===== config.mk =====
export PLATFORM = sky130hd
export DESIGN_NAME = link_clocking_and_clock_comp
export DESIGN_NICKNAME = d
export VERILOG_FILES = /design/src/link_clk_pkg.sv /design/src/link_clocking_and_clock_comp.sv
export SDC_FILE = /design/constraint.sdc
export NUM_CORES = 1
export LEC_CHECK = 0
export ABC_AREA = 1
export BUFFER_PORTS_ARGS = -buffer_cell sky130_fd_sc_hd__buf_2
export CORE_MARGIN = 3
export CORE_UTILIZATION = 20
export DETAILED_ROUTE_END_ITERATION = 10
export GPL_ROUTABILITY_DRIVEN = 0
export GPL_TIMING_DRIVEN = 0
export PLACE_DENSITY_LB_ADDON = 0.15
export SLEW_MARGIN = 20
export SYNTH_ARGS = -nofsm -noshare
export SYNTH_HDL_FRONTEND = slang
export SYNTH_SLANG_ARGS = --single-unit
export TNS_END_PERCENT = 100

===== constraint.sdc =====
create_clock -name i_sys_clk -period 1.05 [get_ports i_sys_clk]
set_input_delay 0.21 -clock i_sys_clk [delete_from_list [all_inputs] [get_ports i_sys_clk]]
set_output_delay 0.21 -clock i_sys_clk [all_outputs]
set_load 0.05 [all_outputs]

===== src/link_clk_pkg.sv =====
package link_clk_pkg;
  // Lane geometry and idle/compensation symbols
  localparam int LANES_DEF = 2;
  localparam int WORD_W = 16;
  localparam logic [WORD_W-1:0] IDLE_WORD = 16'hBC50;
  localparam logic [WORD_W-1:0] COMP_WORD = 16'hF7F7;
  localparam logic [1:0] KIND_IDLE = 2'h0;
  localparam logic [1:0] KIND_DATA = 2'h1;
  localparam logic [1:0] KIND_FLOW = 2'h2;
  localparam logic [1:0] KIND_COMP = 2'h3;

  // User data word offered for transmission
  typedef struct packed {
    logic valid;
    logic [WORD_W-1:0] data;
  } user_word_s;

  // Transmit lane word with its kind marker
  typedef struct packed {
    logic [1:0] kind;
    logic [WORD_W-1:0] data;
  } lane_word_s;

  // Transmitter mux states
  typedef enum logic [2:0] {
    ST_IDLE = 3'b001,
    ST_FLOW = 3'b010,
    ST_COMP = 3'b100
  } tx_state_e;
endpackage : link_clk_pkg


===== src/link_clocking_and_clock_comp.sv =====
// Functional notes
// Surroundings drive pll-unlocked input as inverse of the PLL lock.
// Without a PLL, surroundings hold pll-unlocked input low.
// Fabric and sync clocks come from PLL or global buffer off transmit clock.
// Fabric clock is shared with user and forwarded as secondary user clock.
// Sync clock is forwarded to the transceiver as primary user clock.
// Compensation inputs exist only in transmitting configurations; here the ports exist always and are ignored when TX_CAPABLE is 0.
// While compensation requested, user data and flow messages are halted.
// Every requested cycle sends compensation sequences on all lanes together.
// While warning is high, user flow message requests are not acknowledged.
// A separate manager schedules compensation request and warning.
// With a shared physical clock both compensation inputs are tied low.
// Signals between user and device should be registered; o_user_ready is driven combinationally from reset and the compensation request.
// After request falls, traffic resumes next cycle without loss or duplication.
`timescale 1ns/1ps
module link_clocking_and_clock_comp #(
  parameter int LANES = link_clk_pkg::LANES_DEF,
  parameter bit TX_CAPABLE = 1'b1
) (
  input wire logic i_sys_clk,
  input wire logic i_rst_n,
  input wire logic i_sync_clk,
  input wire logic i_serial_reference_clock,
  input wire logic i_pll_not_locked,
  input wire logic i_compensation_request_in,
  input wire logic i_compensation_warning_in,
  input wire link_clk_pkg::user_word_s i_user_word,
  output logic o_user_ready,
  input wire logic i_user_flow_message_req,
  input wire logic [link_clk_pkg::WORD_W-1:0] i_user_flow_message,
  output logic o_user_flow_message_ack,
  output logic o_user_clk,
  output logic o_xcvr_secondary_user_clock,
  output logic o_xcvr_primary_user_clock,
  output logic o_xcvr_reference_clock,
  output link_clk_pkg::lane_word_s [LANES-1:0] o_lane_word,
  output logic o_link_clock_ok
);
  // fabric clock shared
  assign o_user_clk = i_sys_clk;
  assign o_xcvr_secondary_user_clock = i_sys_clk;
  // sync clock forwarded
  assign o_xcvr_primary_user_clock = i_sync_clk;
  assign o_xcvr_reference_clock = i_serial_reference_clock;

  // Lock status resynchronised onto the fabric clock
  logic lock_meta_q, lock_sync_q;
  logic lock_meta_d, lock_sync_d;
  // Compensation inputs, only used when the block transmits
  logic comp_req, comp_warn;
  // transmit-only compensation
  assign comp_req = TX_CAPABLE ? i_compensation_request_in : 1'b0;
  assign comp_warn = TX_CAPABLE ? i_compensation_warning_in : 1'b0;

  // Next values of the two lock flops
  always_comb begin
    lock_meta_d = ~i_pll_not_locked;
    lock_sync_d = lock_meta_q;
  end

  // Lock flops, cleared so the link reads unlocked during reset
  always_ff @(posedge i_sys_clk) begin
    if (!i_rst_n) begin
      lock_meta_q <= 1'b0;
      lock_sync_q <= 1'b0;
    end else begin
      lock_meta_q <= lock_meta_d;
      lock_sync_q <= lock_sync_d;
    end
  end
  assign o_link_clock_ok = lock_sync_q;

  // Transmit mux state
  link_clk_pkg::tx_state_e state_q, state_d;
  link_clk_pkg::lane_word_s [LANES-1:0] lane_q, lane_d;
  logic ack_d, ack_q;

  // Handshakes: data accepted only when not compensating
  // halt user data
  assign o_user_ready = i_rst_n & ~comp_req;
  // resume without loss
  logic take_data;
  assign take_data = o_user_ready & i_user_word.valid;
  logic take_flow;
  // warning blocks acknowledge
  assign take_flow = i_rst_n & ~comp_req & ~comp_warn & i_user_flow_message_req & ~i_user_word.valid & ~ack_q;
  assign o_user_flow_message_ack = ack_q;

  // Next lane words and state
  always_comb begin
    state_d = link_clk_pkg::ST_IDLE;
    ack_d = take_flow;
    for (int i = 0; i < LANES; i++) begin
      lane_d[i] = '{kind: link_clk_pkg::KIND_IDLE, data: link_clk_pkg::IDLE_WORD};
    end
    case (1'b1)
      // all lanes compensate
      comp_req: begin
        state_d = link_clk_pkg::ST_COMP;
        for (int i = 0; i < LANES; i++) begin
          lane_d[i] = '{kind: link_clk_pkg::KIND_COMP, data: link_clk_pkg::COMP_WORD};
        end
      end
      take_data: begin
        state_d = link_clk_pkg::ST_IDLE;
        for (int i = 0; i < LANES; i++) begin
          lane_d[i] = '{kind: link_clk_pkg::KIND_DATA, data: i_user_word.data};
        end
      end
      take_flow: begin
        state_d = link_clk_pkg::ST_FLOW;
        for (int i = 0; i < LANES; i++) begin
          lane_d[i] = '{kind: link_clk_pkg::KIND_FLOW, data: i_user_flow_message};
        end
      end
      default: begin
        state_d = link_clk_pkg::ST_IDLE;
      end
    endcase
  end

  // Lane, state and acknowledge registers
  always_ff @(posedge i_sys_clk) begin
    if (!i_rst_n) begin
      state_q <= link_clk_pkg::ST_IDLE;
      ack_q <= 1'b0;
      for (int i = 0; i < LANES; i++) begin
        lane_q[i] <= '{kind: link_clk_pkg::KIND_IDLE, data: link_clk_pkg::IDLE_WORD};
      end
    end else begin
      state_q <= state_d;
      ack_q <= ack_d;
      lane_q <= lane_d;
    end
  end
  assign o_lane_word = lane_q;

  // Checks on the transmit side
  // first and last lanes compensate
  property p_comp_all_lanes;
    @(posedge i_sys_clk) disable iff (!i_rst_n)
    comp_req |=> (lane_q[0].kind == link_clk_pkg::KIND_COMP) && (lane_q[LANES-1].kind == link_clk_pkg::KIND_COMP);
  endproperty
  a_comp_all_lanes: assert property (p_comp_all_lanes) else $error("lanes not compensating");

  // traffic halted
  property p_no_ready_in_comp;
    @(posedge i_sys_clk) disable iff (!i_rst_n)
    comp_req |-> !o_user_ready ##1 ((lane_q[0].kind != link_clk_pkg::KIND_DATA)
      && (lane_q[0].kind != link_clk_pkg::KIND_FLOW));
  endproperty
  a_no_ready_in_comp: assert property (p_no_ready_in_comp) else $error("data accepted during compensation");

  // acknowledge withheld
  property p_warn_no_ack;
    @(posedge i_sys_clk) disable iff (!i_rst_n)
    (comp_warn || comp_req) |=> !o_user_flow_message_ack;
  endproperty
  a_warn_no_ack: assert property (p_warn_no_ack) else $error("flow ack under warning");

  // traffic resumes
  property p_resume;
    @(posedge i_sys_clk) disable iff (!i_rst_n)
    $fell(comp_req) && i_user_word.valid |=> lane_q[0].kind == link_clk_pkg::KIND_DATA
      && lane_q[0].data == $past(i_user_word.data);
  endproperty
  a_resume: assert property (p_resume) else $error("data not resumed");

  // fabric clock shared
  property p_clk_fwd;
    @(posedge i_sys_clk) o_xcvr_secondary_user_clock == o_user_clk;
  endproperty
  a_clk_fwd: assert property (p_clk_fwd) else $error("clock not forwarded");

  // sync clock forwarded
  property p_primary_fwd;
    @(posedge i_sys_clk) o_xcvr_primary_user_clock == i_sync_clk;
  endproperty
  a_primary_fwd: assert property (p_primary_fwd) else $error("sync clock not forwarded");

  // receive-only quiet
  property p_rx_only;
    @(posedge i_sys_clk) disable iff (!i_rst_n)
    !TX_CAPABLE |=> lane_q[0].kind != link_clk_pkg::KIND_COMP;
  endproperty
  a_rx_only: assert property (p_rx_only) else $error("compensation in receive-only");

  // word kept
  property p_data_kept;
    @(posedge i_sys_clk) disable iff (!i_rst_n)
    take_data |=> lane_q[0].data == $past(i_user_word.data) ##1 1'b1;
  endproperty
  a_data_kept: assert property (p_data_kept) else $error("data word lost");

  // lanes identical
  logic lanes_same;
  always_comb begin
    lanes_same = 1'b1;
    for (int i = 1; i < LANES; i++) begin
      if (lane_q[i] != lane_q[0]) begin
        lanes_same = 1'b0;
      end
    end
  end
  property p_lanes_same;
    @(posedge i_sys_clk) disable iff (!i_rst_n)
    lanes_same;
  endproperty
  a_lanes_same: assert property (p_lanes_same) else $error("lanes carry different words");

  // state matches lanes
  property p_state_lanes;
    @(posedge i_sys_clk) disable iff (!i_rst_n)
    (state_q == link_clk_pkg::ST_COMP) == (lane_q[0].kind == link_clk_pkg::KIND_COMP)
      && (state_q == link_clk_pkg::ST_FLOW) == (lane_q[0].kind == link_clk_pkg::KIND_FLOW);
  endproperty
  a_state_lanes: assert property (p_state_lanes) else $error("state and lane kind disagree");

  // lock loss reported
  property p_lock_loss;
    @(posedge i_sys_clk) disable iff (!i_rst_n)
    i_pll_not_locked |-> ##2 !o_link_clock_ok;
  endproperty
  a_lock_loss: assert property (p_lock_loss) else $error("lock loss not reported");

  // Main scenarios
  c_comp: cover property (@(posedge i_sys_clk) comp_req ##1 !comp_req);
  c_flow: cover property (@(posedge i_sys_clk) o_user_flow_message_ack);
  c_data: cover property (@(posedge i_sys_clk) take_data ##1 comp_req);
  c_lock: cover property (@(posedge i_sys_clk) i_pll_not_locked ##1 !i_pll_not_locked);
endmodule : link_clocking_and_clock_comp


==> results of run 1 <==
[state kept, by name (all words and copies together), names as in the netlist]
signal / cells
o_lane_word: 18
lock_meta_q: 1
o_user_flow_message_ack: 1
o_link_clock_ok: 1
[routing by layer]
layer / part of all wire, % / global-route usage, % / vias to the layer above
met1: 41 / 11.7 / 442
met4: 0 / 4.27 / 0
met2: 53 / 18.9 / 45
met5: 0 / 0 / -
met3: 6.6 / 4.88 / 0
li1: - / - / 554
[cells in the mapped netlist (all sizes together)]
cell type / number
a21oi: 1
buf: 24
dfxtp: 21
inv: 19
nand2: 43
nand3: 11
nor2: 16
[cell type report]
type	count	share of cell area (%)
plain buffers	22	11.5
multi-input cells	71	15.6
flip-flops and latches	21	22.8
well taps	52	3.32
inverters	19	3.76
repair buffers	80	36.2
clock buffers	10	6.76
[worst max-delay path: cells and delay by family (launching register included)]
| kind | cells | cell delay [ns] |
|---|---|---|
| flip-flops | 1 | 0.34 |
| buffers and inverters | 2 | 0.25 |
[power breakdown]
part           switching, W  total, W  internal [W]
clock              0.000720   0.00157      0.000848
combinational      0.000490  0.000858      0.000369
sequential        0.0000384  0.000891      0.000852
total               0.00125   0.00332       0.00207
[kinds of logic (layout without fill, tap and decap cells)]
logic type      Yosys count  after routing
buf+inv                  43            131
flops                    21             21
compound gates            1              1
simple gates             70             70
[metrics by stage]
step	setup TNS, ns	hold WS, ns	total power (W)	cell area, um2
after floorplan	0	0.282	0.00180	995
after global placement	-0.750	0.371	0.00203	1470
after detailed placement	-0.791	0.373	0.00203	1470
after CTS	-3.45	0.0209	0.00330	1900
after global routing	-3.97	0.0286	0.00348	1960
final	-2.65	0.0283	0.00332	1960
[worst min-delay path by stage]
stage                                       from        endpoint  slack [ns]  cells after the start
after floorplan                 i_pll_not_locked     lock_meta_q        0.28                      1
after global placement          i_pll_not_locked     lock_meta_q        0.37                      2
after detailed placement        i_pll_not_locked     lock_meta_q        0.37                      2
after CTS                 i_user_flow_message[0]  o_lane_word[0]        0.02                      3
after global routing      i_user_flow_message[2]  o_lane_word[2]        0.03                      3
final                     i_user_flow_message[9]  o_lane_word[9]        0.03                      3
[repair_timing]
| item | 4_1_cts | 5_1_grt |
|---|---|---|
| gates resized for setup | 103 | 24 |
| setup endpoints to repair | 49 | 50 |
| endpoints found under the hold margin | 1 | 0 |
| pin swaps | 0 | 0 |
| hold buffers | 1 | 0 |
==> impl_metrics.json, run 1 <==
{
  "fp-row-count": 24,
  "cp.required_ns": 0.84,
  "slew_viol_final": 0,
  "syn_inst": 135,
  "clk_latency_ns": 0.36,
  "clk_pin_slew_worst_paths_ns": 0.08,
  "placedCellCount": 268,
  "finalCriticalPeriod_ns": 1.16,
  "drive_gt1_share_pct": 61.4,
  "cp-startpoint": "o_lane_word[7]",
  "setup_viol": 40,
  "peakVddDrop_mv": 1.01,
  "worstPathMaxFanout": 2,
  "ys_types": 13,
  "status": "finished with violations",
  "diodes": 0,
  "ys_ff_latch": 21,
  "rsz0062_at_grt": "true",
  "hold_path_class": "primary input to register",
  "avgRoutedWirePerCell_um": 10.9,
  "cts_tree": "built",
  "place_ws_ns": -0.0722,
  "initial_core_util_pct": 21.6,
  "multi_input_area_um2": 307,
  "instances_no_fill": 275,
  "grt_pass1_wl_mm": 4.56,
  "layout_common_cells": "42 x nand2_1, 41 x buf_2, 30 x buf_6",
  "area_growth_pct": 102,
  "finalHoldViolCount": 0,
  "route.antenna.remaining_nets": 0,
  "utilization_pct": 43.6,
  "fp.dieW_um": 75.7,
  "critPathCapture": "o_lane_word[25]",
  "dp_hpwl_mm": 2.20,
  "synth_top_area_share_pct": 43.3,
  "core_um2": 4500,
  "regArea_um2": 448,
  "critPathSlowestCell": "dfxtp_2",
  "synth.largest_area_cell": "dfxtp_1",
  "drt_wl_total_mm": 3.00,
  "cp-end-kind": "output pin",
  "synthesis.area_um2": 971,
  "grt_use_total_pct": 10.9,
  "final_common_cell": "nand2_1",
  "post_cts_buffers": 0,
  "first_pass_iters": 4,
  "io_pins": 84,
  "synth_xor_area_share_pct": 0,
  "fp.dieArea_um2": 5730,
  "violations": "setup timing",
  "fp.dieH_um": 75.7,
  "grt.overflow.total": 0,
  "vias": 1041,
  "powerDensity_nw_per_um2": 1690,
  "grt_pass1_vias": 1084,
  "numPortBuffers": 81,
  "cap_violations": 0,
  "drcViolationCount": 0,
  "post_synth_mux_area_share_pct": 0,
  "path_class": "register to output pin",
  "synth_fa_ha_area_share_pct": 0,
  "fin_ws_ns": -0.111,
  "regToRegEndpoint": "o_lane_word[8]",
  "avgSynthCellArea_um2": 7.19,
  "drt_iter0_drc": 21,
  "ys_warn_count": 0,
  "timing.fmax_ghz": 0.861,
  "synth_compound_area_share_pct": 0.515,
  "crit_chain": "buf_6 > buf_8",
  "yosys.area_share.simple_pct": 30.3,
  "synth_nets": 176,
  "antenna_found_initial": 0,
  "synth_top_family_by_area": "simple AND/OR/NAND/NOR gates",
  "fill_cells": 462,
  "max-slew-margin-rel_pct": 77.5,
  "synth_area_leaders": "dfxtp_1 43%, buf_4 18%, nand2_1 16%",
  "fin_crit_sh_pct": 111,
  "yosysSeqAreaShare_pct": 43.3,
  "r2r_setup_slack_ns": 0.13,
  "fin_skew_ns": 0.00369,
  "arrival_ns": 0.95,
  "grt_start_max_net_pins": 12,
  "critPathLaunchType": "register",
  "worst_slew_pin_slew_ns": 0.337,
  "critical-path-max-stage-delay_ns": 0.34,
  "via_per_inst": 3.79,
  "reg2reg_depth": 5,
  "leakage_nw": 1.07,
  "timing.rr.start": "o_user_flow_message_ack",
  "nets": 265
}
(Power assumes the default switching activity.)
==> run 2: changes to the inputs <==
==> constraint.sdc (replaced) <==
create_clock -name i_sys_clk -period 0.97 [get_ports i_sys_clk]
set_input_delay 0.194 -clock i_sys_clk [delete_from_list [all_inputs] [get_ports i_sys_clk]]
set_output_delay 0.194 -clock i_sys_clk [all_outputs]
set_load 0.05 [all_outputs]
==> run 2 against run 1 <==
  * The flow still finishes with violations (setup timing)
  * Non-clock buffer count is 1 higher
  * Clock-buffer cell count is 1 lower
  * Final cell count is 0.73% higher
  * Routed wire length is 0.43% higher
  * Combinational power is 13% higher
  * Critical path type unchanged
==> impl_metrics.json, run 2 (synthesized netlist as in run 1, its figures left out) <==
{
  "placedCellCount": 268,
  "clk_latency_ns": 0.36,
  "drt_wl_total_mm": 3.01,
  "route.antenna.remaining_nets": 0,
  "path_delay_family": "flip-flops",
  "grt_use_total_pct": 10.6,
  "antenna_found_initial": 0,
  "rsz0062_at_grt": "true",
  "timing.rr.start": "o_user_flow_message_ack",
  "grt_pass1_vias": 1053,
  "path_class": "register to output pin",
  "worstPathMaxFanout": 2,
  "fin_ws_ns": -0.178,
  "critical-path-max-stage-delay_ns": 0.36,
  "worstHoldStart": "i_user_flow_message[14]",
  "worst_slew_pin_slew_ns": 0.328,
  "grt.overflow.total": 0,
  "instances_no_fill": 277,
  "crit_buf_inv": 2,
  "grt_pass1_wl_mm": 4.52,
  "slew_viol_final": 0,
  "finalCriticalPeriod_ns": 1.15,
  "nets": 267,
  "peakVddDrop_mv": 1.11,
  "hold_path_class": "primary input to register",
  "setup_viol": 40,
  "critPathSlowestCell": "dfxtp_2",
  "via_per_inst": 3.86,
  "cp.required_ns": 0.78,
  "drt_iter0_drc": 55,
  "cap_violations": 0,
  "dp_hpwl_mm": 2.22,
  "fin_crit_sh_pct": 118,
  "first_pass_iters": 4,
  "vias": 1069,
  "layout_common_cells": "41 x buf_2, 34 x buf_8, 32 x nand2_1",
  "fill_cells": 450,
  "drcViolationCount": 0,
  "crit_chain": "buf_6 > buf_8",
  "max-slew-margin-rel_pct": 78.1,
  "cp-end-kind": "output pin",
  "drive_gt1_share_pct": 67.1,
  "fp.dieW_um": 75.7,
  "largest_register_ffs": 18,
  "cp-startpoint": "o_lane_word[16]",
  "status": "finished with violations",
  "cts_tree": "built",
  "finalHoldViolCount": 0,
  "powerDensity_nw_per_um2": 1730,
  "area_growth_pct": 115,
  "critPathLaunchType": "register",
  "leakage_nw": 1.11,
  "core_um2": 4500,
  "initial_core_util_pct": 21.6,
  "io_pins": 84,
  "arrival_ns": 0.95,
  "fp.dieArea_um2": 5730,
  "diodes": 0,
  "grt_start_max_net_pins": 13,
  "hold_slack_ns": 0.0207,
  "final_common_cell": "buf_2",
  "fp.dieH_um": 75.7,
  "fp-row-count": 24,
  "timing.fmax_ghz": 0.871,
  "avgRoutedWirePerCell_um": 10.9,
  "violations": "setup timing",
  "fin_skew_ns": 0.00174,
  "numPortBuffers": 81,
  "place_ws_ns": -0.170,
  "clk_pin_slew_worst_paths_ns": 0.08
}
==> run 2: changes by cell type in the layout (fill, tap and decap cells not counted), sizes merged <==
cell    delta
buf        +2
clkbuf     -2
clkinv     +2
==> run 2: power by group <==
group          switching [W]  leakage (nW)  internal, W  total [W]
Combinational       0.000545         0.862     0.000428   0.000973
Clock               0.000762        0.0695     0.000911    0.00167
Sequential         0.0000472         0.175     0.000923   0.000970
Total                0.00135          1.11      0.00226    0.00362
==> run 2: final cells by class <==
class	count	area, um2	share of cell area, %
Sequential cell	21	448	21.5
Inverter	19	83.8	4.02
Timing Repair Buffer	81	762	36.6
Tap cell	52	65.1	3.12
Multi-Input combinational cell	71	353	16.9
Buffer	22	230	11.0
Clock inverter	1	5.00	0.240
Clock buffer	9	129	6.18
Timing Repair inverter	1	8.76	0.420
==> run 2: tightest hold or removal path, cell delays in order <==
cell and delay [ns]:
buf_2 0.08, nand2_2 0.04, nand2_1 0.04
==> run 2: routing by layer <==
metal / track usage, % / routed length [um] / vias up
li1: - / - / 557
met1: 11.9 / 1220 / 463
met2: 18.0 / 1570 / 45
met3: 4.49 / 195 / 4
met4: 3.50 / 27 / 0
met5: 0 / 0 / -
==> run 2: worst paths after layout <==
check	end	depth (start not counted)	slack, ns
setup / recovery	o_lane_word[34]	2	-0.18
hold reg to reg	o_link_clock_ok	2	0.41
setup reg to reg	o_lane_word[12]	4	0.01
hold / removal	o_lane_word[14]	3	0.02
==> run 2: through the flow <==
step | utilization, % | power (W) | setup TNS, ns | cell area [um2]
floorplan | - | 0.00195 | 0 | 997
global placement | 32.6 | 0.00220 | -1.95 | 1470
detailed placement | 32.6 | 0.00220 | -2.05 | 1470
CTS | 43.3 | 0.00357 | -5.65 | 1950
global route | 46.3 | 0.00380 | -7.22 | 2080
finish | 46.3 | 0.00362 | -4.99 | 2080
==> run 2: timing repair <==
item                                    in CTS  in global routing
hold buffers                                 1                  0
pin swaps                                    0                  3
endpoints found under the hold margin        1                  0
resized for setup                          117                 36
endpoints found under the setup margin      44                 51
cloned                                       0                  1
setup buffers                                0                  1
==> run 3: changes to the inputs <==
--- a/config.mk
+++ b/config.mk
@@ -13,6 +13,7 @@
 export GPL_ROUTABILITY_DRIVEN = 0
 export GPL_TIMING_DRIVEN = 0
 export PLACE_DENSITY_LB_ADDON = 0.15
+export RECOVER_POWER = 25
 export SLEW_MARGIN = 20
 export SYNTH_ARGS = -nofsm -noshare
 export SYNTH_HDL_FRONTEND = slang
==> run 3 against run 2 <==
  * The flow still finishes with violations (setup timing)
  * Final cell count stayed put
  * Global-route usage did not move
  * Sequential share of layout area barely moved
  * Critical path depth unchanged
  * Die area is the same
  * Critical path type unchanged
  * Critical endpoint unchanged
==> impl_metrics.json, run 3 (synthesized netlist as in run 1, its figures left out) <==
{
  "status": "finished with violations",
  "violations": "setup timing",
  "peakVddDrop_mv": 1.11,
  "vias": 1073,
  "critPathSlowestCell": "dfxtp_2",
  "finalPower_w": 0.00362,
  "avgRoutedWirePerCell_um": 10.9,
  "clk_pin_slew_worst_paths_ns": 0.08,
  "fin_ws_ns": -0.178,
  "placedCellCount": 268,
  "antenna_found_initial": 0,
  "instances_no_fill": 277,
  "worstPathMaxFanout": 2,
  "route.antenna.remaining_nets": 0,
  "critical-path-max-stage-delay_ns": 0.36,
  "grt_pass1_vias": 1053,
  "powerDensity_nw_per_um2": 1740,
  "path_delay_family": "flip-flops",
  "critPathLaunchType": "register",
  "slew_viol_final": 0,
  "fin_crit_sh_pct": 118,
  "finalHoldViolCount": 0,
  "drt_iter0_drc": 55,
  "hold_path_class": "primary input to register",
  "cp.required_ns": 0.78,
  "nets": 267,
  "cp-end-kind": "output pin",
  "grt_start_max_net_pins": 13,
  "fp.dieH_um": 75.7,
  "path_class": "register to output pin",
  "layout_common_cells": "40 x buf_2, 34 x buf_8, 32 x nand2_1",
  "drt_wl_total_mm": 3.01,
  "grt.overflow.total": 0,
  "grt_use_total_pct": 10.6,
  "fp.dieArea_um2": 5730,
  "via_per_inst": 3.87,
  "initial_core_util_pct": 21.6,
  "diodes": 0,
  "timing.fmax_ghz": 0.871,
  "largest_register_ffs": 18,
  "leakage_nw": 1.10,
  "cts_tree": "built",
  "rsz0062_at_grt": "true",
  "io_pins": 84,
  "fin_skew_ns": 0.00174,
  "area_growth_pct": 115,
  "arrival_ns": 0.95,
  "grt_pass1_wl_mm": 4.52,
  "finalCriticalPeriod_ns": 1.15,
  "drcViolationCount": 0,
  "crit_chain": "buf_6 > buf_8",
  "first_pass_iters": 4,
  "drive_gt1_share_pct": 66.7,
  "numPortBuffers": 81,
  "clk_latency_ns": 0.36,
  "dp_hpwl_mm": 2.22,
  "final_common_cell": "buf_2",
  "fp-row-count": 24,
  "fp.dieW_um": 75.7,
  "max-slew-margin-rel_pct": 77.9,
  "worst_slew_pin_slew_ns": 0.330,
  "core_um2": 4500,
  "crit_buf_inv": 2,
  "cap_violations": 0,
  "setup_viol": 41
}
[run 3: routing by layer]
layer	wire, um	track usage [%]
met4	27	3.50
met3	203	4.49
met2	1570	18.0
met1	1220	11.9
met5	0	0
[run 3: layout make-up]
cell class | count | area [um2]
fillers | 449 | 2420
repair buffers | 81 | 761
flip-flops and latches | 21 | 448
multi-input cells | 71 | 353
plain buffers | 22 | 230
clock buffers | 9 | 129
inverters | 19 | 83.8
well taps | 52 | 65.1
repair inverters | 1 | 8.76
clock inverters | 1 | 5.00
[run 3: report_power, final]
part	total [W]	switching, W	leakage [nW]	internal (W)
Combinational	0.000972	0.000545	0.859	0.000428
Clock	0.00167	0.000762	0.0695	0.000911
Sequential	0.000970	0.0000472	0.175	0.000923
[run 3: worst paths after layout]
check / slack, ns / from / endpoint / cells past startpoint
max: -0.18 / o_lane_word[16] / o_lane_word[34] / 2
min: 0.02 / i_user_flow_message[14] / o_lane_word[14] / 3
min reg2reg: 0.41 / lock_meta_q / o_link_clock_ok / 2
max reg2reg: 0.01 / o_user_flow_message_ack / o_lane_word[12] / 4
[run 3: worst register-to-register path, stage by stage (launching register included)]
cell and delay (ns):
dfxtp_4 0.37, nor2_4 0.20, nand2_8 0.13, nor2_1 0.11, nor2_1 0.05
[run 3: timing repair]
action | 4_1_cts | 5_1_grt
hold buffers | 1 | 0
setup endpoints to repair | 44 | 51
pin swaps | 0 | 3
endpoints found under the hold margin | 1 | 0
buffers inserted | 0 | 1
gates resized for setup | 117 | 36
gates cloned | 0 | 1
[run 3: metrics by stage]
step                      hold WS (ns)  cell area (um2)  TNS, ns  setup slack, ns  utilization, %
after floorplan                  0.266              997        0           0.0300               -
after global routing            0.0114             2080    -7.32           -0.218            46.3
after CTS                      0.00260             1950    -5.65           -0.181            43.3
after global placement           0.354             1470    -1.95           -0.156            32.6
after detailed placement         0.351             1470    -2.05           -0.170            32.6
final                           0.0207             2080    -5.01           -0.178            46.3
